--- config.mk ---
export PLATFORM = sky130hd
export DESIGN_NAME = lsau_core
export DESIGN_NICKNAME = d
export VERILOG_FILES = /design/src/lsau_pkg.sv /design/src/lsau_core.sv /design/src/lsau_extend.sv /design/src/lsau_lanes.sv
export VERILOG_INCLUDE_DIRS = /design/src /design/src/src
export SDC_FILE = /design/constraint.sdc
export NUM_CORES = 1
export LEC_CHECK = 0
export ABC_AREA = 0
export BUFFER_PORTS_ARGS = -buffer_cell sky130_fd_sc_hd__buf_2
export CAP_MARGIN = 30
export CORE_ASPECT_RATIO = 1.1
export CORE_UTILIZATION = 35
export CTS_CLUSTER_SIZE = 8
export DETAILED_ROUTE_END_ITERATION = 16
export PLACE_DENSITY = 0.65
export SLEW_MARGIN = 15
export SYNTH_ARGS = -nofsm -noshare
export SYNTH_HDL_FRONTEND = slang
export SYNTH_HIERARCHICAL = 1
export SYNTH_SLANG_ARGS = --single-unit
export TNS_END_PERCENT = 20
--- constraint.sdc ---
create_clock -name clk_in -period 12.7 [get_ports clk_in]
set_input_delay 0.635 -clock clk_in [delete_from_list [all_inputs] [get_ports clk_in]]
set_output_delay 0.635 -clock clk_in [all_outputs]
set_load 0.02 [all_outputs]
--- src/lsau_map.svh ---
`ifndef LSAU_MAP_SVH
`define LSAU_MAP_SVH
// pc bias and alignment for pc-relative forms
`define LSAU_PC_BIAS 32'h0000_0004
`define LSAU_PC_ALIGN_BIT 1
// immediate range limits, magnitudes
`define LSAU_ADR_MAX 13'h0FFF
`define LSAU_OFS_POS_MAX 13'h0FFF
`define LSAU_OFS_NEG_MAX 13'h00FF
`define LSAU_IDX_MAX 13'h00FF
`define LSAU_DUAL_MAX 13'h03FC
// second word of a pair sits this far above the first
`define LSAU_DUAL_STEP 32'h0000_0004
// largest register-offset shift
`define LSAU_SHIFT_MAX 2'h3
// register index of the program counter
`define LSAU_PC_REG 4'hF
`endif

--- src/lsau_pkg.sv ---
`default_nettype none
package lsau_pkg;
    // operation kinds offered by decode
    typedef enum logic [2:0]
    {
        LSAU_OP_NONE,
        LSAU_OP_ADR,
        LSAU_OP_LOAD,
        LSAU_OP_STORE,
        LSAU_OP_LOAD2,
        LSAU_OP_STORE2
    } lsau_op_t;
    // transfer size and signedness
    typedef enum logic [2:0]
    {
        LSAU_SZ_BYTE,
        LSAU_SZ_SBYTE,
        LSAU_SZ_HALF,
        LSAU_SZ_SHALF,
        LSAU_SZ_WORD
    } lsau_size_t;
    // addressing form
    typedef enum logic [1:0]
    {
        LSAU_AM_OFFSET,
        LSAU_AM_PRE,
        LSAU_AM_POST,
        LSAU_AM_REG
    } lsau_mode_t;
endpackage : lsau_pkg
`default_nettype wire

--- src/lsau_core.sv ---
`include "lsau_map.svh"
`default_nettype none
// How it works
// - adr writes pc plus signed immediate
// - adr displacement limited to 4095 bytes
// - pc is address plus four, bit1 cleared
// - adr leaves condition flags alone
// - byte, half, word, pair sizes supported
// - unsigned loads zero fill upper bits
// - signed loads sign fill; loads only
// - no offset means base address used
// - offset mode: base plus imm, no writeback
// - pre-index: access and write back sum
// - post-index: access base, write back sum
// - single immediate ranges checked per mode
// - pair immediate multiple of four, 1020
// - second word four bytes higher
// - pc load branches with bit0 cleared
// - loads and stores keep flags
// - register offset shift zero to three
// - address is base plus shifted offset
// - unprivileged forms drive unprivileged attribute
module lsau_core
(
    input wire logic clk_in,
    input wire logic rst_b_in,
    // decode side
    input wire logic req_valid_in,
    output logic req_ready_out,
    input wire lsau_pkg::lsau_op_t op_in,
    input wire lsau_pkg::lsau_size_t size_in,
    input wire lsau_pkg::lsau_mode_t mode_in,
    input wire logic unpriv_in,
    input wire logic privileged_in,
    input wire logic [31:0] pc_in,
    input wire logic [31:0] base_in,
    input wire logic [31:0] offset_reg_in,
    input wire logic [1:0] shift_in,
    input wire logic imm_sub_in,
    input wire logic [12:0] imm_in,
    input wire logic [3:0] xfer_reg_in,
    input wire logic [3:0] xfer2_reg_in,
    input wire logic [31:0] store_data_in,
    input wire logic [31:0] store_data2_in,
    input wire logic [3:0] flags_in,
    // memory bus side
    output logic mem_req_out,
    output logic mem_write_out,
    output logic [31:0] mem_addr_out,
    output logic [3:0] mem_strb_out,
    output logic [31:0] mem_wdata_out,
    output logic mem_priv_out,
    input wire logic mem_done_in,
    input wire logic [31:0] mem_rdata_in,
    // results
    output logic rf_we_out,
    output logic [3:0] rf_addr_out,
    output logic [31:0] rf_data_out,
    output logic base_we_out,
    output logic [31:0] base_data_out,
    output logic branch_out,
    output logic [31:0] branch_addr_out,
    output logic [3:0] flags_out,
    output logic range_err_out
);
    typedef enum logic [1:0]
    {
        LSAU_ST_IDLE,
        LSAU_ST_FIRST,
        LSAU_ST_SECOND
    } lsau_state_t;

    // signed immediate as 32 bits
    function automatic logic [31:0] lsau_simm(input logic sub, input logic [12:0] mag);
        lsau_simm = sub ? (32'h0 - {19'h0, mag}) : {19'h0, mag};
    endfunction : lsau_simm

    lsau_state_t st_q, st_d; // sequencer state
    lsau_pkg::lsau_op_t op_q, op_d; // captured operation
    lsau_pkg::lsau_size_t size_q, size_d; // captured size
    logic [31:0] addr_q, addr_d; // current access address
    logic [31:0] wb_q, wb_d; // pending base writeback
    logic wb_en_q, wb_en_d; // writeback wanted
    logic priv_q, priv_d; // access attribute
    logic [3:0] rt_q, rt_d; // first target
    logic [3:0] rt2_q, rt2_d; // second target
    logic [31:0] sd2_q, sd2_d; // second store word
    logic [31:0] wdat_q, wdat_d; // current store word
    logic rf_we_q, rf_we_d;
    logic [3:0] rf_addr_q, rf_addr_d;
    logic [31:0] rf_data_q, rf_data_d;
    logic base_we_q, base_we_d;
    logic [31:0] base_data_q, base_data_d;
    logic br_q, br_d;
    logic [31:0] br_addr_q, br_addr_d;
    logic err_q, err_d;

    logic [31:0] pc_rel; // aligned pc for pc-relative use
    logic [31:0] sum; // base plus immediate or shifted register
    logic in_range; // immediate legal for this form
    logic [31:0] ext_val; // extended load value
    logic [3:0] lane_strb;
    logic [31:0] lane_data;
    logic is_load;

    // pc bias, bit 1 cleared
    always_comb
    begin
        pc_rel = pc_in + `LSAU_PC_BIAS;
        pc_rel[`LSAU_PC_ALIGN_BIT] = 1'b0;
    end

    // address arithmetic and range checks
    always_comb
    begin
        sum = base_in + lsau_simm(imm_sub_in, imm_in);
        if (mode_in == lsau_pkg::LSAU_AM_REG)
            sum = base_in + (offset_reg_in << shift_in);
        in_range = 1'b1;
        if (op_in == lsau_pkg::LSAU_OP_ADR)
            in_range = imm_in <= `LSAU_ADR_MAX;
        else if (op_in == lsau_pkg::LSAU_OP_LOAD2 || op_in == lsau_pkg::LSAU_OP_STORE2)
            in_range = (imm_in <= `LSAU_DUAL_MAX) && (imm_in[1:0] == 2'h0)
                && (mode_in != lsau_pkg::LSAU_AM_REG);
        else if (mode_in == lsau_pkg::LSAU_AM_OFFSET)
            in_range = imm_sub_in ? (imm_in <= `LSAU_OFS_NEG_MAX)
                : (imm_in <= `LSAU_OFS_POS_MAX);
        else if (mode_in != lsau_pkg::LSAU_AM_REG)
            in_range = imm_in <= `LSAU_IDX_MAX;
        // signed forms are loads only
        if (op_in == lsau_pkg::LSAU_OP_STORE && (size_in == lsau_pkg::LSAU_SZ_SBYTE
            || size_in == lsau_pkg::LSAU_SZ_SHALF))
            in_range = 1'b0;
    end

    lsau_extend u_extend
    (
        .size_in(size_q),
        .addr_lo_in(addr_q[1:0]),
        .rdata_in(mem_rdata_in),
        .value_out(ext_val)
    );

    lsau_lanes u_lanes
    (
        .size_in(size_q),
        .addr_lo_in(addr_q[1:0]),
        .data_in(wdat_q),
        .strb_out(lane_strb),
        .data_out(lane_data)
    );

    assign is_load = (op_q == lsau_pkg::LSAU_OP_LOAD) || (op_q == lsau_pkg::LSAU_OP_LOAD2);
    assign req_ready_out = (st_q == LSAU_ST_IDLE);
    assign mem_req_out = (st_q != LSAU_ST_IDLE);
    assign mem_write_out = (st_q != LSAU_ST_IDLE) && !is_load;
    assign mem_addr_out = addr_q;
    assign mem_strb_out = lane_strb;
    assign mem_wdata_out = lane_data;
    assign mem_priv_out = priv_q;
    assign flags_out = flags_in; // flags pass untouched

    // sequencer next state
    always_comb
    begin
        st_d = st_q;
        op_d = op_q;
        size_d = size_q;
        addr_d = addr_q;
        wb_d = wb_q;
        wb_en_d = wb_en_q;
        priv_d = priv_q;
        rt_d = rt_q;
        rt2_d = rt2_q;
        sd2_d = sd2_q;
        wdat_d = wdat_q;
        rf_we_d = 1'b0;
        rf_addr_d = rf_addr_q;
        rf_data_d = rf_data_q;
        base_we_d = 1'b0;
        base_data_d = base_data_q;
        br_d = 1'b0;
        br_addr_d = br_addr_q;
        err_d = 1'b0;
        case (st_q)
            LSAU_ST_IDLE:
            begin
                if (req_valid_in && op_in != lsau_pkg::LSAU_OP_NONE)
                begin
                    if (!in_range)
                        err_d = 1'b1; // illegal immediate, dropped
                    else if (op_in == lsau_pkg::LSAU_OP_ADR)
                    begin
                        rf_we_d = 1'b1;
                        rf_addr_d = xfer_reg_in;
                        rf_data_d = pc_rel + lsau_simm(imm_sub_in, imm_in);
                    end
                    else
                    begin
                        st_d = LSAU_ST_FIRST;
                        op_d = op_in;
                        // pairs always move words
                        size_d = (op_in == lsau_pkg::LSAU_OP_LOAD2
                            || op_in == lsau_pkg::LSAU_OP_STORE2) ? lsau_pkg::LSAU_SZ_WORD : size_in;
                        addr_d = (mode_in == lsau_pkg::LSAU_AM_POST) ? base_in : sum;
                        wb_d = sum;
                        wb_en_d = (mode_in == lsau_pkg::LSAU_AM_PRE)
                            || (mode_in == lsau_pkg::LSAU_AM_POST);
                        priv_d = privileged_in && !unpriv_in;
                        rt_d = xfer_reg_in;
                        rt2_d = xfer2_reg_in;
                        wdat_d = store_data_in;
                        sd2_d = store_data2_in;
                    end
                end
            end
            LSAU_ST_FIRST, LSAU_ST_SECOND:
            begin
                if (mem_done_in)
                begin
                    if (is_load)
                    begin
                        rf_we_d = 1'b1;
                        rf_addr_d = (st_q == LSAU_ST_SECOND) ? rt2_q : rt_q;
                        rf_data_d = ext_val;
                        // single load of any size into pc is a branch
                        if (st_q == LSAU_ST_FIRST && rt_q == `LSAU_PC_REG
                            && op_q == lsau_pkg::LSAU_OP_LOAD)
                        begin
                            rf_we_d = 1'b0;
                            br_d = 1'b1;
                            br_addr_d = {mem_rdata_in[31:1], 1'b0};
                        end
                    end
                    if (st_q == LSAU_ST_FIRST && (op_q == lsau_pkg::LSAU_OP_LOAD2
                        || op_q == lsau_pkg::LSAU_OP_STORE2))
                    begin
                        st_d = LSAU_ST_SECOND;
                        addr_d = addr_q + `LSAU_DUAL_STEP;
                        wdat_d = sd2_q;
                    end
                    else
                    begin
                        st_d = LSAU_ST_IDLE;
                        base_we_d = wb_en_q;
                        base_data_d = wb_q;
                    end
                end
            end
            default:
                st_d = LSAU_ST_IDLE;
        endcase
    end

    // registers
    always_ff @(posedge clk_in)
    begin
        if (!rst_b_in)
        begin
            st_q <= LSAU_ST_IDLE;
            op_q <= lsau_pkg::LSAU_OP_NONE;
            size_q <= lsau_pkg::LSAU_SZ_WORD;
            addr_q <= 32'h0000_0000;
            wb_q <= 32'h0000_0000;
            wb_en_q <= 1'b0;
            priv_q <= 1'b0;
            rt_q <= 4'h0;
            rt2_q <= 4'h0;
            sd2_q <= 32'h0000_0000;
            wdat_q <= 32'h0000_0000;
            rf_we_q <= 1'b0;
            rf_addr_q <= 4'h0;
            rf_data_q <= 32'h0000_0000;
            base_we_q <= 1'b0;
            base_data_q <= 32'h0000_0000;
            br_q <= 1'b0;
            br_addr_q <= 32'h0000_0000;
            err_q <= 1'b0;
        end
        else
        begin
            st_q <= st_d;
            op_q <= op_d;
            size_q <= size_d;
            addr_q <= addr_d;
            wb_q <= wb_d;
            wb_en_q <= wb_en_d;
            priv_q <= priv_d;
            rt_q <= rt_d;
            rt2_q <= rt2_d;
            sd2_q <= sd2_d;
            wdat_q <= wdat_d;
            rf_we_q <= rf_we_d;
            rf_addr_q <= rf_addr_d;
            rf_data_q <= rf_data_d;
            base_we_q <= base_we_d;
            base_data_q <= base_data_d;
            br_q <= br_d;
            br_addr_q <= br_addr_d;
            err_q <= err_d;
        end
    end

    assign rf_we_out = rf_we_q;
    assign rf_addr_out = rf_addr_q;
    assign rf_data_out = rf_data_q;
    assign base_we_out = base_we_q;
    assign base_data_out = base_data_q;
    assign branch_out = br_q;
    assign branch_addr_out = br_addr_q;
    assign range_err_out = err_q;

    // branch target never odd
    pc_branch_a: assert property (@(posedge clk_in) disable iff (!rst_b_in)
        branch_out |-> (branch_addr_out[0] == 1'b0 && !rf_we_out))
        else $error("pc load branch target odd");
    // flags pass through
    flags_kept_a: assert property (@(posedge clk_in) disable iff (!rst_b_in)
        flags_out == flags_in)
        else $error("flags changed");
    // second word four above first
    pair_step_a: assert property (@(posedge clk_in) disable iff (!rst_b_in)
        (st_q == LSAU_ST_FIRST && mem_done_in && op_q == lsau_pkg::LSAU_OP_LOAD2)
        |=> (mem_addr_out == $past(mem_addr_out) + 32'h0000_0004))
        else $error("pair address step wrong");
    // unprivileged forms never privileged
    unpriv_attr_a: assert property (@(posedge clk_in) disable iff (!rst_b_in)
        (req_ready_out && req_valid_in && unpriv_in && in_range
        && op_in != lsau_pkg::LSAU_OP_ADR && op_in != lsau_pkg::LSAU_OP_NONE) |=> !mem_priv_out)
        else $error("unprivileged access marked privileged");
    // adr result one cycle later
    adr_result_a: assert property (@(posedge clk_in) disable iff (!rst_b_in)
        (req_ready_out && req_valid_in && op_in == lsau_pkg::LSAU_OP_ADR && in_range)
        |=> (rf_we_out && rf_data_out == (($past(pc_in) + 32'h0000_0004) & 32'hFFFF_FFFD)
        + lsau_simm($past(imm_sub_in), $past(imm_in))))
        else $error("adr result wrong");
    // post index accesses base
    post_addr_a: assert property (@(posedge clk_in) disable iff (!rst_b_in)
        (req_ready_out && req_valid_in && in_range && mode_in == lsau_pkg::LSAU_AM_POST
        && op_in == lsau_pkg::LSAU_OP_LOAD) |=> (mem_addr_out == $past(base_in)))
        else $error("post index address wrong");
    // offset mode never writes base
    offset_nowb_a: assert property (@(posedge clk_in) disable iff (!rst_b_in)
        (req_ready_out && req_valid_in && mode_in == lsau_pkg::LSAU_AM_OFFSET && in_range
        && op_in != lsau_pkg::LSAU_OP_ADR && op_in != lsau_pkg::LSAU_OP_NONE) |=> !wb_en_q)
        else $error("offset mode writes base");
    // out of range adr refused
    adr_range_a: assert property (@(posedge clk_in) disable iff (!rst_b_in)
        (req_ready_out && req_valid_in && op_in == lsau_pkg::LSAU_OP_ADR
        && imm_in > 13'h0FFF) |=> (range_err_out && !rf_we_out))
        else $error("adr range not refused");
endmodule : lsau_core
`default_nettype wire

--- src/lsau_extend.sv ---
`default_nettype none
// load data extension and lane selection
module lsau_extend
(
    input wire lsau_pkg::lsau_size_t size_in,
    input wire logic [1:0] addr_lo_in,
    input wire logic [31:0] rdata_in,
    output logic [31:0] value_out
);
    logic [7:0] byte_v; // selected byte lane
    logic [15:0] half_v; // selected halfword lane
    // pick the lane the address points at, then extend
    always_comb
    begin
        byte_v = rdata_in[8*addr_lo_in +: 8];
        half_v = addr_lo_in[1] ? rdata_in[31:16] : rdata_in[15:0];
        case (size_in)
            lsau_pkg::LSAU_SZ_BYTE: value_out = {24'h000000, byte_v};
            lsau_pkg::LSAU_SZ_SBYTE: value_out = {{24{byte_v[7]}}, byte_v};
            lsau_pkg::LSAU_SZ_HALF: value_out = {16'h0000, half_v};
            lsau_pkg::LSAU_SZ_SHALF: value_out = {{16{half_v[15]}}, half_v};
            default: value_out = rdata_in;
        endcase
    end
endmodule : lsau_extend
`default_nettype wire

--- src/lsau_lanes.sv ---
`default_nettype none
// store byte-lane selects and data replication
module lsau_lanes
(
    input wire lsau_pkg::lsau_size_t size_in,
    input wire logic [1:0] addr_lo_in,
    input wire logic [31:0] data_in,
    output logic [3:0] strb_out,
    output logic [31:0] data_out
);
    // lanes follow size and low address bits
    always_comb
    begin
        case (size_in)
            lsau_pkg::LSAU_SZ_BYTE, lsau_pkg::LSAU_SZ_SBYTE:
            begin
                strb_out = 4'h1 << addr_lo_in;
                data_out = {4{data_in[7:0]}};
            end
            lsau_pkg::LSAU_SZ_HALF, lsau_pkg::LSAU_SZ_SHALF:
            begin
                strb_out = addr_lo_in[1] ? 4'hC : 4'h3;
                data_out = {2{data_in[15:0]}};
            end
            default:
            begin
                strb_out = 4'hF;
                data_out = data_in;
            end
        endcase
    end
endmodule : lsau_lanes
`default_nettype wire

* Yosys cells after proc, flatten, opt, wreduce, memory -nomap -nowiden *
Index checks and enable logic that the tools add are counted.

cells by class
  add/sub/neg operators = 6
  $lt $le $gt $ge = 3
  equality and inequality tests = 26
  shifts and indexed selects = 3
  multiplexer cells = 55
  bitwise operators = 5
  reduce and logical (&&, ||, !) cells = 35

operators with widths
  cell                                                   number
  2-to-1 mux 32 bit                                      18
  case mux 32 bit (2 select lines)                       4
  case mux 32 bit (4 select lines)                       1
  adder 32 bit                                           3
  adder 32 x 3 -> 32 bit, second input constant          2
  variable part select 32 x 6 -> 8 bit                   1
  left shift 32 x 2 -> 32 bit                            1
  2-to-1 mux 4 bit                                       7
  2-to-1 mux 16 bit                                      1
  case mux 4 bit (2 select lines)                        2
  AND reduction 4 bit                                    4
  == test 3 x 2 -> 1 bit, second input constant          5
  2-to-1 mux 1 bit                                       14
  subtractor 1 x 13 -> 14 bit, first input constant      1
  <= comparator 13 x 10 -> 1 bit, second input constant  1
  <= comparator 13 x 12 -> 1 bit, second input constant  1
  <= comparator 13 x 8 -> 1 bit, second input constant   1
  == test 3 bit, second input constant                   4
  AND reduction 6 bit                                    2
  2-to-1 mux 2 bit                                       5
  != test 2 bit, second input constant                   5
  == test 3 x 1 -> 1 bit, second input constant          3
  logical AND 1 bit                                      9
  == test 2 bit, second input constant                   3
  17 further kinds                                       35

word-level totals
  register bits = 249
  input bits = 234
  word-level logic and storage cells = 152

* Logic depth before layout (Yosys ltp) *
  depth after elaboration = 9
  depth in mapped cells = 19
  gate-level depth less buffers = 19

* Modules after synthesis *
The synthesis kept the hierarchy.

by module, submodules not included
  module       instances  cells an instance  area each (µm²)  sequential area each (µm²)
  lsau_core    1          2,024              16,034.1         4,984.8
  lsau_extend  1          103                586.8            0.0
  lsau_lanes   1          60                 531.8            0.0

* Least setup slack after synthesis *
No wires, ideal clock.

  path type = input -> register
  from = input port imm_in[5]
  to = register addr_q[29] (netlist: mem_addr_out[29])
  arrival = 4.464 ns
  required time = 12.614 ns
  setup slack = 8.150 ns
  cell stages on the path = 17
  buffers on the path = 2
  path through = or4_1 > nor3_2 > nand3_1 > o21ai_1 > nand2b_1 > buf_2 > buf_1 > nand2_1 > ha_1 > a21o_1 > a211o_1 > a211o_1 > o211a_1 > a31o_2 > o31ai_1 > xor2_1 > a211oi_1

between the ends
  longest elaborated chain between the ends = 9
  elaborated cells between the ends (all ways) = 22

ends and longest elaborated chain
  element                           line              text
  from (decl)                       lsau_core.sv:40   input wire logic [12:0] imm_in,
  subtractor 1 x 13 -> 14 bit       lsau_core.sv:75   lsau_simm = sub ? (32'h0 - {19'h0, mag}) : {19'h0, mag};
  2-to-1 mux 32 bit                 lsau_core.sv:75
  adder 32 bit                      lsau_core.sv:116  sum = base_in + lsau_simm(imm_sub_in, imm_in);
  2-to-1 mux 32 bit                 lsau_core.sv:117  if (mode_in == lsau_pkg::LSAU_AM_REG)
  2-to-1 mux 32 bit                 lsau_core.sv:205  addr_d = (mode_in == lsau_pkg::LSAU_AM_POST) ? base_in : sum;
  2-to-1 mux 32 bit                 lsau_core.sv:192  else if (op_in == lsau_pkg::LSAU_OP_ADR)
  2-to-1 mux 32 bit                 lsau_core.sv:190  if (!in_range)
  2-to-1 mux 32 bit                 lsau_core.sv:188  if (req_valid_in && op_in != lsau_pkg::LSAU_OP_NONE)
  case mux 32 bit (2 select lines)  lsau_core.sv:185  case (st_q)
  to (signal assigned)              lsau_core.sv:285  addr_q <= addr_d;
  to (decl)                         lsau_core.sv:81   logic [31:0] addr_q, addr_d;

Several ways; a longest one is shown, not always the timed one. The select of a mux whose other input is x is not followed.
A chain may end at the register's enable or synchronous reset.

* Worst setup path in the final report *
  from = input port imm_in[3]
  to = register rf_data_q[27] (netlist: rf_data_out[27])

between the ends
  longest elaborated chain between the ends = 8
  elaborated cells between the ends (all ways) = 20

ends and longest elaborated chain
  element                                                               line              text
  parallel branches: the longest is 8 deep, another holds adder 32 bit  -
  to (signal assigned)                                                  lsau_core.sv:295  rf_data_q <= rf_data_d;
  to (decl)                                                             lsau_core.sv:91   logic [31:0] rf_data_q, rf_data_d;

Several ways; the timed one is not identified. The select of a mux whose other input is x is not followed.

==> impl_metrics.yaml <==
run_status:
  status: "finished, final reports clean"
power:
  vdd.ir_drop.worst_mv: 0.0742
  clockPowerShare: 0.354
  p_sw_uw: 842
  power_per_cell_area_nw_per_um2: 121
  p_sw_frac: 0.340
  comb_power_share: 0.292
  power_frac_seq: 0.354
  cellLeakagePower_nw: 8.98
  internal-power_mw: 1.64
  design_power_total_mw: 2.48
route:
  routed-via-count: 17000
  wirelength_um: 61600
  drcViolationCount: 0
  routed_via_density: 5.41
  first_iter_violations: 1385
  route.antenna.remaining_nets: 0
  avgRoutedWirePerCell_um: 19.6
  drt-pass1-iter-count: 5
grt:
  number_of_antenna_violations_at_the_first_check_in_global_routing: 12
  grt-ovfl-total: 0
  grt_start_max_net_pins: 102
  grt_pass1_vias: 15600
  grt_first_pass_wirelength_um: 90400
  grt_util_all_layers: 0.234
clock_network:
  cts_tree: "done"
  clock_insertion_delay_worst_skew_ns: 0.52
  clock_path_buffers: 3
  htree_levels: 2
  clk_pin_slew_ns: 0.05
  cts_repair_resizes: 0
  cts_sinks: 249
  hold_buffers: 0
  cts_buffers: 37
  cts_post_setup_buffers_inserted: 0
  cts.root.buffer_cell: "sky130_fd_sc_hd__clkbuf_16"
sta:
  worst_pin_slew_ns: 0.939
  fin_crit_sh: 0.393
  postLayoutSetupSlackWorst_ns: 7.71
  whs_ns: 0.363
  slew-limit-headroom: 0.374
  hold_viol: 0
  finalClockSkew_ns: 0.0175
  setup_violation_total_in_the_final_timing_report: 0
  timing.fmax_ghz: 0.200
  report.final.slew_viol_count: 0
  setup_total_negative_slack_ns: 0
  finalWorstPathRequiredPeriod_ns: 4.99
  grt_setup_unrepaired: "no"
placed_design:
  cells_after_dpl: 3096
  placed_instance_area_um2: 19500
  preCtsSetupSlack_ns: 7.21
  io_buffer_count: 403
  globalplace.congestion: 0.938
  detailedPlacementHpwl_um: 47700
floorplan:
  placementRows: 84
  dieWidth_um: 213
  initial_core_utilization: 0.356
  floorplan.core_area_um2: 48100
  io_pins: 414
  fp.dieArea_um2: 49900
  floorplan.die.height_um: 234
synthesis:
  synth_seq_cells: 249
  synth_async_sr_flop_share: 0
  postSynth.topFlopCell: "sky130_fd_sc_hd__dfxtp_1"
  netlist_instances: 2187
  syn-cell-area_um2: 17200
  netlist-cell-type-count: 84
  ys_warn_count: 6
  seq_area_frac_synth: 0.291
  synth_fp_nets: 2497
  post_synth.cell_area_avg_um2: 7.84
  synth_edf_count: 0
finish:
  finish.cell_count_without_fillers: 3146
  design_area_um2: 20600
  area_taken_by_multi_input_logic_gates_um2: 11400
  area_growth_syn_to_layout_pct: 19.8
  post-route-util: 0.427
  drive_above_1_share: 0.223
  final_net_count: 2802
  final.fill_count: 4992
  sequential_cell_area_um2: 4990
worst_hold_path:
  hold_class: "input pin to flop"
critical_path:
  worst_setup_path_class: "input pin to flop"
  critPathArrivalTime_ns: 5.41
  critical_path.endpoint_type: "flop"
  worstPathMaxFanout: 18
  timing.critical_path.required_ns: 13.12
  startpoint_type: "input pin"
job:
  drv.max_cap_violation_count: 0
==> logic make-up (layout without fill, tap and decap cells) <==
logic type	Yosys count	in the layout	share of synthesized area
AOI/OAI and AO/OA	612	612	0.248
xor gates and xnor gates	105	105	0.0536
adders and majority gates	76	76	0.0559
buffers and inverters	196	503	0.0492
DFF	249	249	0.291
muxes	120	120	0.0927
other	1	8	0.000219
and+or+nand+nor	828	828	0.210
==> layout make-up <==
type                    count  share of cell area
repair buffers            421               0.108
flip-flops and latches    249               0.243
inverters                  41             0.00749
multi-input cells        1742               0.554
diodes                      7            0.000852
well taps                 645              0.0393
clock buffers              39              0.0469
clock inverters             2             0.00116
==> Yosys cell counts, drive strengths merged, types with 4 or more instances <==
library cell / n / share of area
a211oi: 12 / 0.0055
o21ai: 118 / 0.036
or2: 4 / 0.0015
o22ai: 13 / 0.0047
nor3b: 6 / 0.0026
a21boi: 135 / 0.059
mux4: 28 / 0.037
or3: 8 / 0.0032
nand4b: 4 / 0.0020
dfxtp: 249 / 0.29
o31ai: 12 / 0.0055
o221ai: 6 / 0.0031
o21a: 7 / 0.0031
a21oi: 113 / 0.033
o211ai: 27 / 0.012
xnor2: 62 / 0.032
o211a: 48 / 0.028
mux2: 28 / 0.019
a21o: 28 / 0.012
or4: 5 / 0.0022
nor2b: 16 / 0.0058
o2111ai: 4 / 0.0024
nand2b: 10 / 0.0041
nor4: 5 / 0.0022
nand3: 61 / 0.018
nand4: 21 / 0.0077
a221oi: 4 / 0.0020
a41oi: 4 / 0.0025
xor2: 43 / 0.022
and2: 18 / 0.0066
a31o: 4 / 0.0020
nor3: 23 / 0.0073
a22oi: 18 / 0.0079
a31oi: 15 / 0.0055
ha: 75 / 0.055
o21bai: 9 / 0.0039
buf: 46 / 0.016
clkbuf: 109 / 0.024
nor2: 109 / 0.024
mux2i: 64 / 0.037
inv: 39 / 0.0085
a2bb2oi: 7 / 0.0036
and3: 15 / 0.0055
nand2: 514 / 0.11
==> worst max-delay path: stages <==
cell	delay [ns]
sky130_fd_sc_hd__buf_2	0.13
sky130_fd_sc_hd__or4_1	0.57
sky130_fd_sc_hd__nor3_2	0.16
sky130_fd_sc_hd__nand3_1	0.15
sky130_fd_sc_hd__o21ai_1	0.41
sky130_fd_sc_hd__inv_1	0.45
sky130_fd_sc_hd__ha_1	0.51
sky130_fd_sc_hd__a2111oi_0	0.62
sky130_fd_sc_hd__o21ai_0	0.21
sky130_fd_sc_hd__a41oi_1	0.41
sky130_fd_sc_hd__o22ai_1	0.14
sky130_fd_sc_hd__a41o_1	0.25
sky130_fd_sc_hd__a211oi_2	0.23
sky130_fd_sc_hd__xor2_1	0.20
sky130_fd_sc_hd__o211ai_1	0.14
sky130_fd_sc_hd__o211a_1	0.18
==> final timing paths <==
| kind | from | to | slack [ns] | cells after the start |
|---|---|---|---|---|
| hold reg to reg | base_data_out[29] | base_data_out[29] | 0.46 | 2 |
| setup reg to reg | st_q[1] | mem_addr_out[7] | 9.06 | 8 |
| setup / recovery | imm_in[3] | rf_data_out[27] | 7.71 | 16 |
| hold / removal | xfer2_reg_in[2] | rt2_q[2] | 0.36 | 3 |
==> layer usage <==
layer | track usage | share of wire | vias to the layer above
li1 | - | - | 8361
met1 | 0.301 | 0.43 | 7916
met2 | 0.371 | 0.45 | 614
met3 | 0.0490 | 0.076 | 132
met4 | 0.113 | 0.044 | 10
met5 | 0 | 0.0010 | -
==> cell usage in the layout, fill, tap and decap left out, types with 62 or more instances in the layout <==
| master | instances |
|---|---|
| sky130_fd_sc_hd__a21boi_0 | 135 |
| sky130_fd_sc_hd__a21oi_1 | 111 |
| sky130_fd_sc_hd__buf_2 | 402 |
| sky130_fd_sc_hd__dfxtp_1 | 248 |
| sky130_fd_sc_hd__ha_1 | 74 |
| sky130_fd_sc_hd__mux2i_1 | 64 |
| sky130_fd_sc_hd__nand2_1 | 514 |
| sky130_fd_sc_hd__nor2_1 | 107 |
| sky130_fd_sc_hd__o21ai_0 | 105 |
| sky130_fd_sc_hd__xnor2_1 | 62 |
==> power by group through the flow <==
stage / registers [mW] / clock network (mW) / logic [mW]
after floorplan: 0.902 / 0 / 0.457
after global placement: 0.889 / 0 / 0.702
after detailed placement: 0.891 / 0 / 0.711
after CTS: 0.876 / 0.897 / 0.714
after global routing: 0.880 / 0.925 / 0.789
final: 0.876 / 0.878 / 0.724
==> sequential cells by signal, summed over array words and instances (netlist names), 31 cells and up <==
name,count
base_data_out,32
mem_addr_out,32
rf_data_out,32
sd2_q,32
wb_q,32
wdat_q,32
branch_addr_out,31
Note: power is estimated with default switching activity, not from simulation.
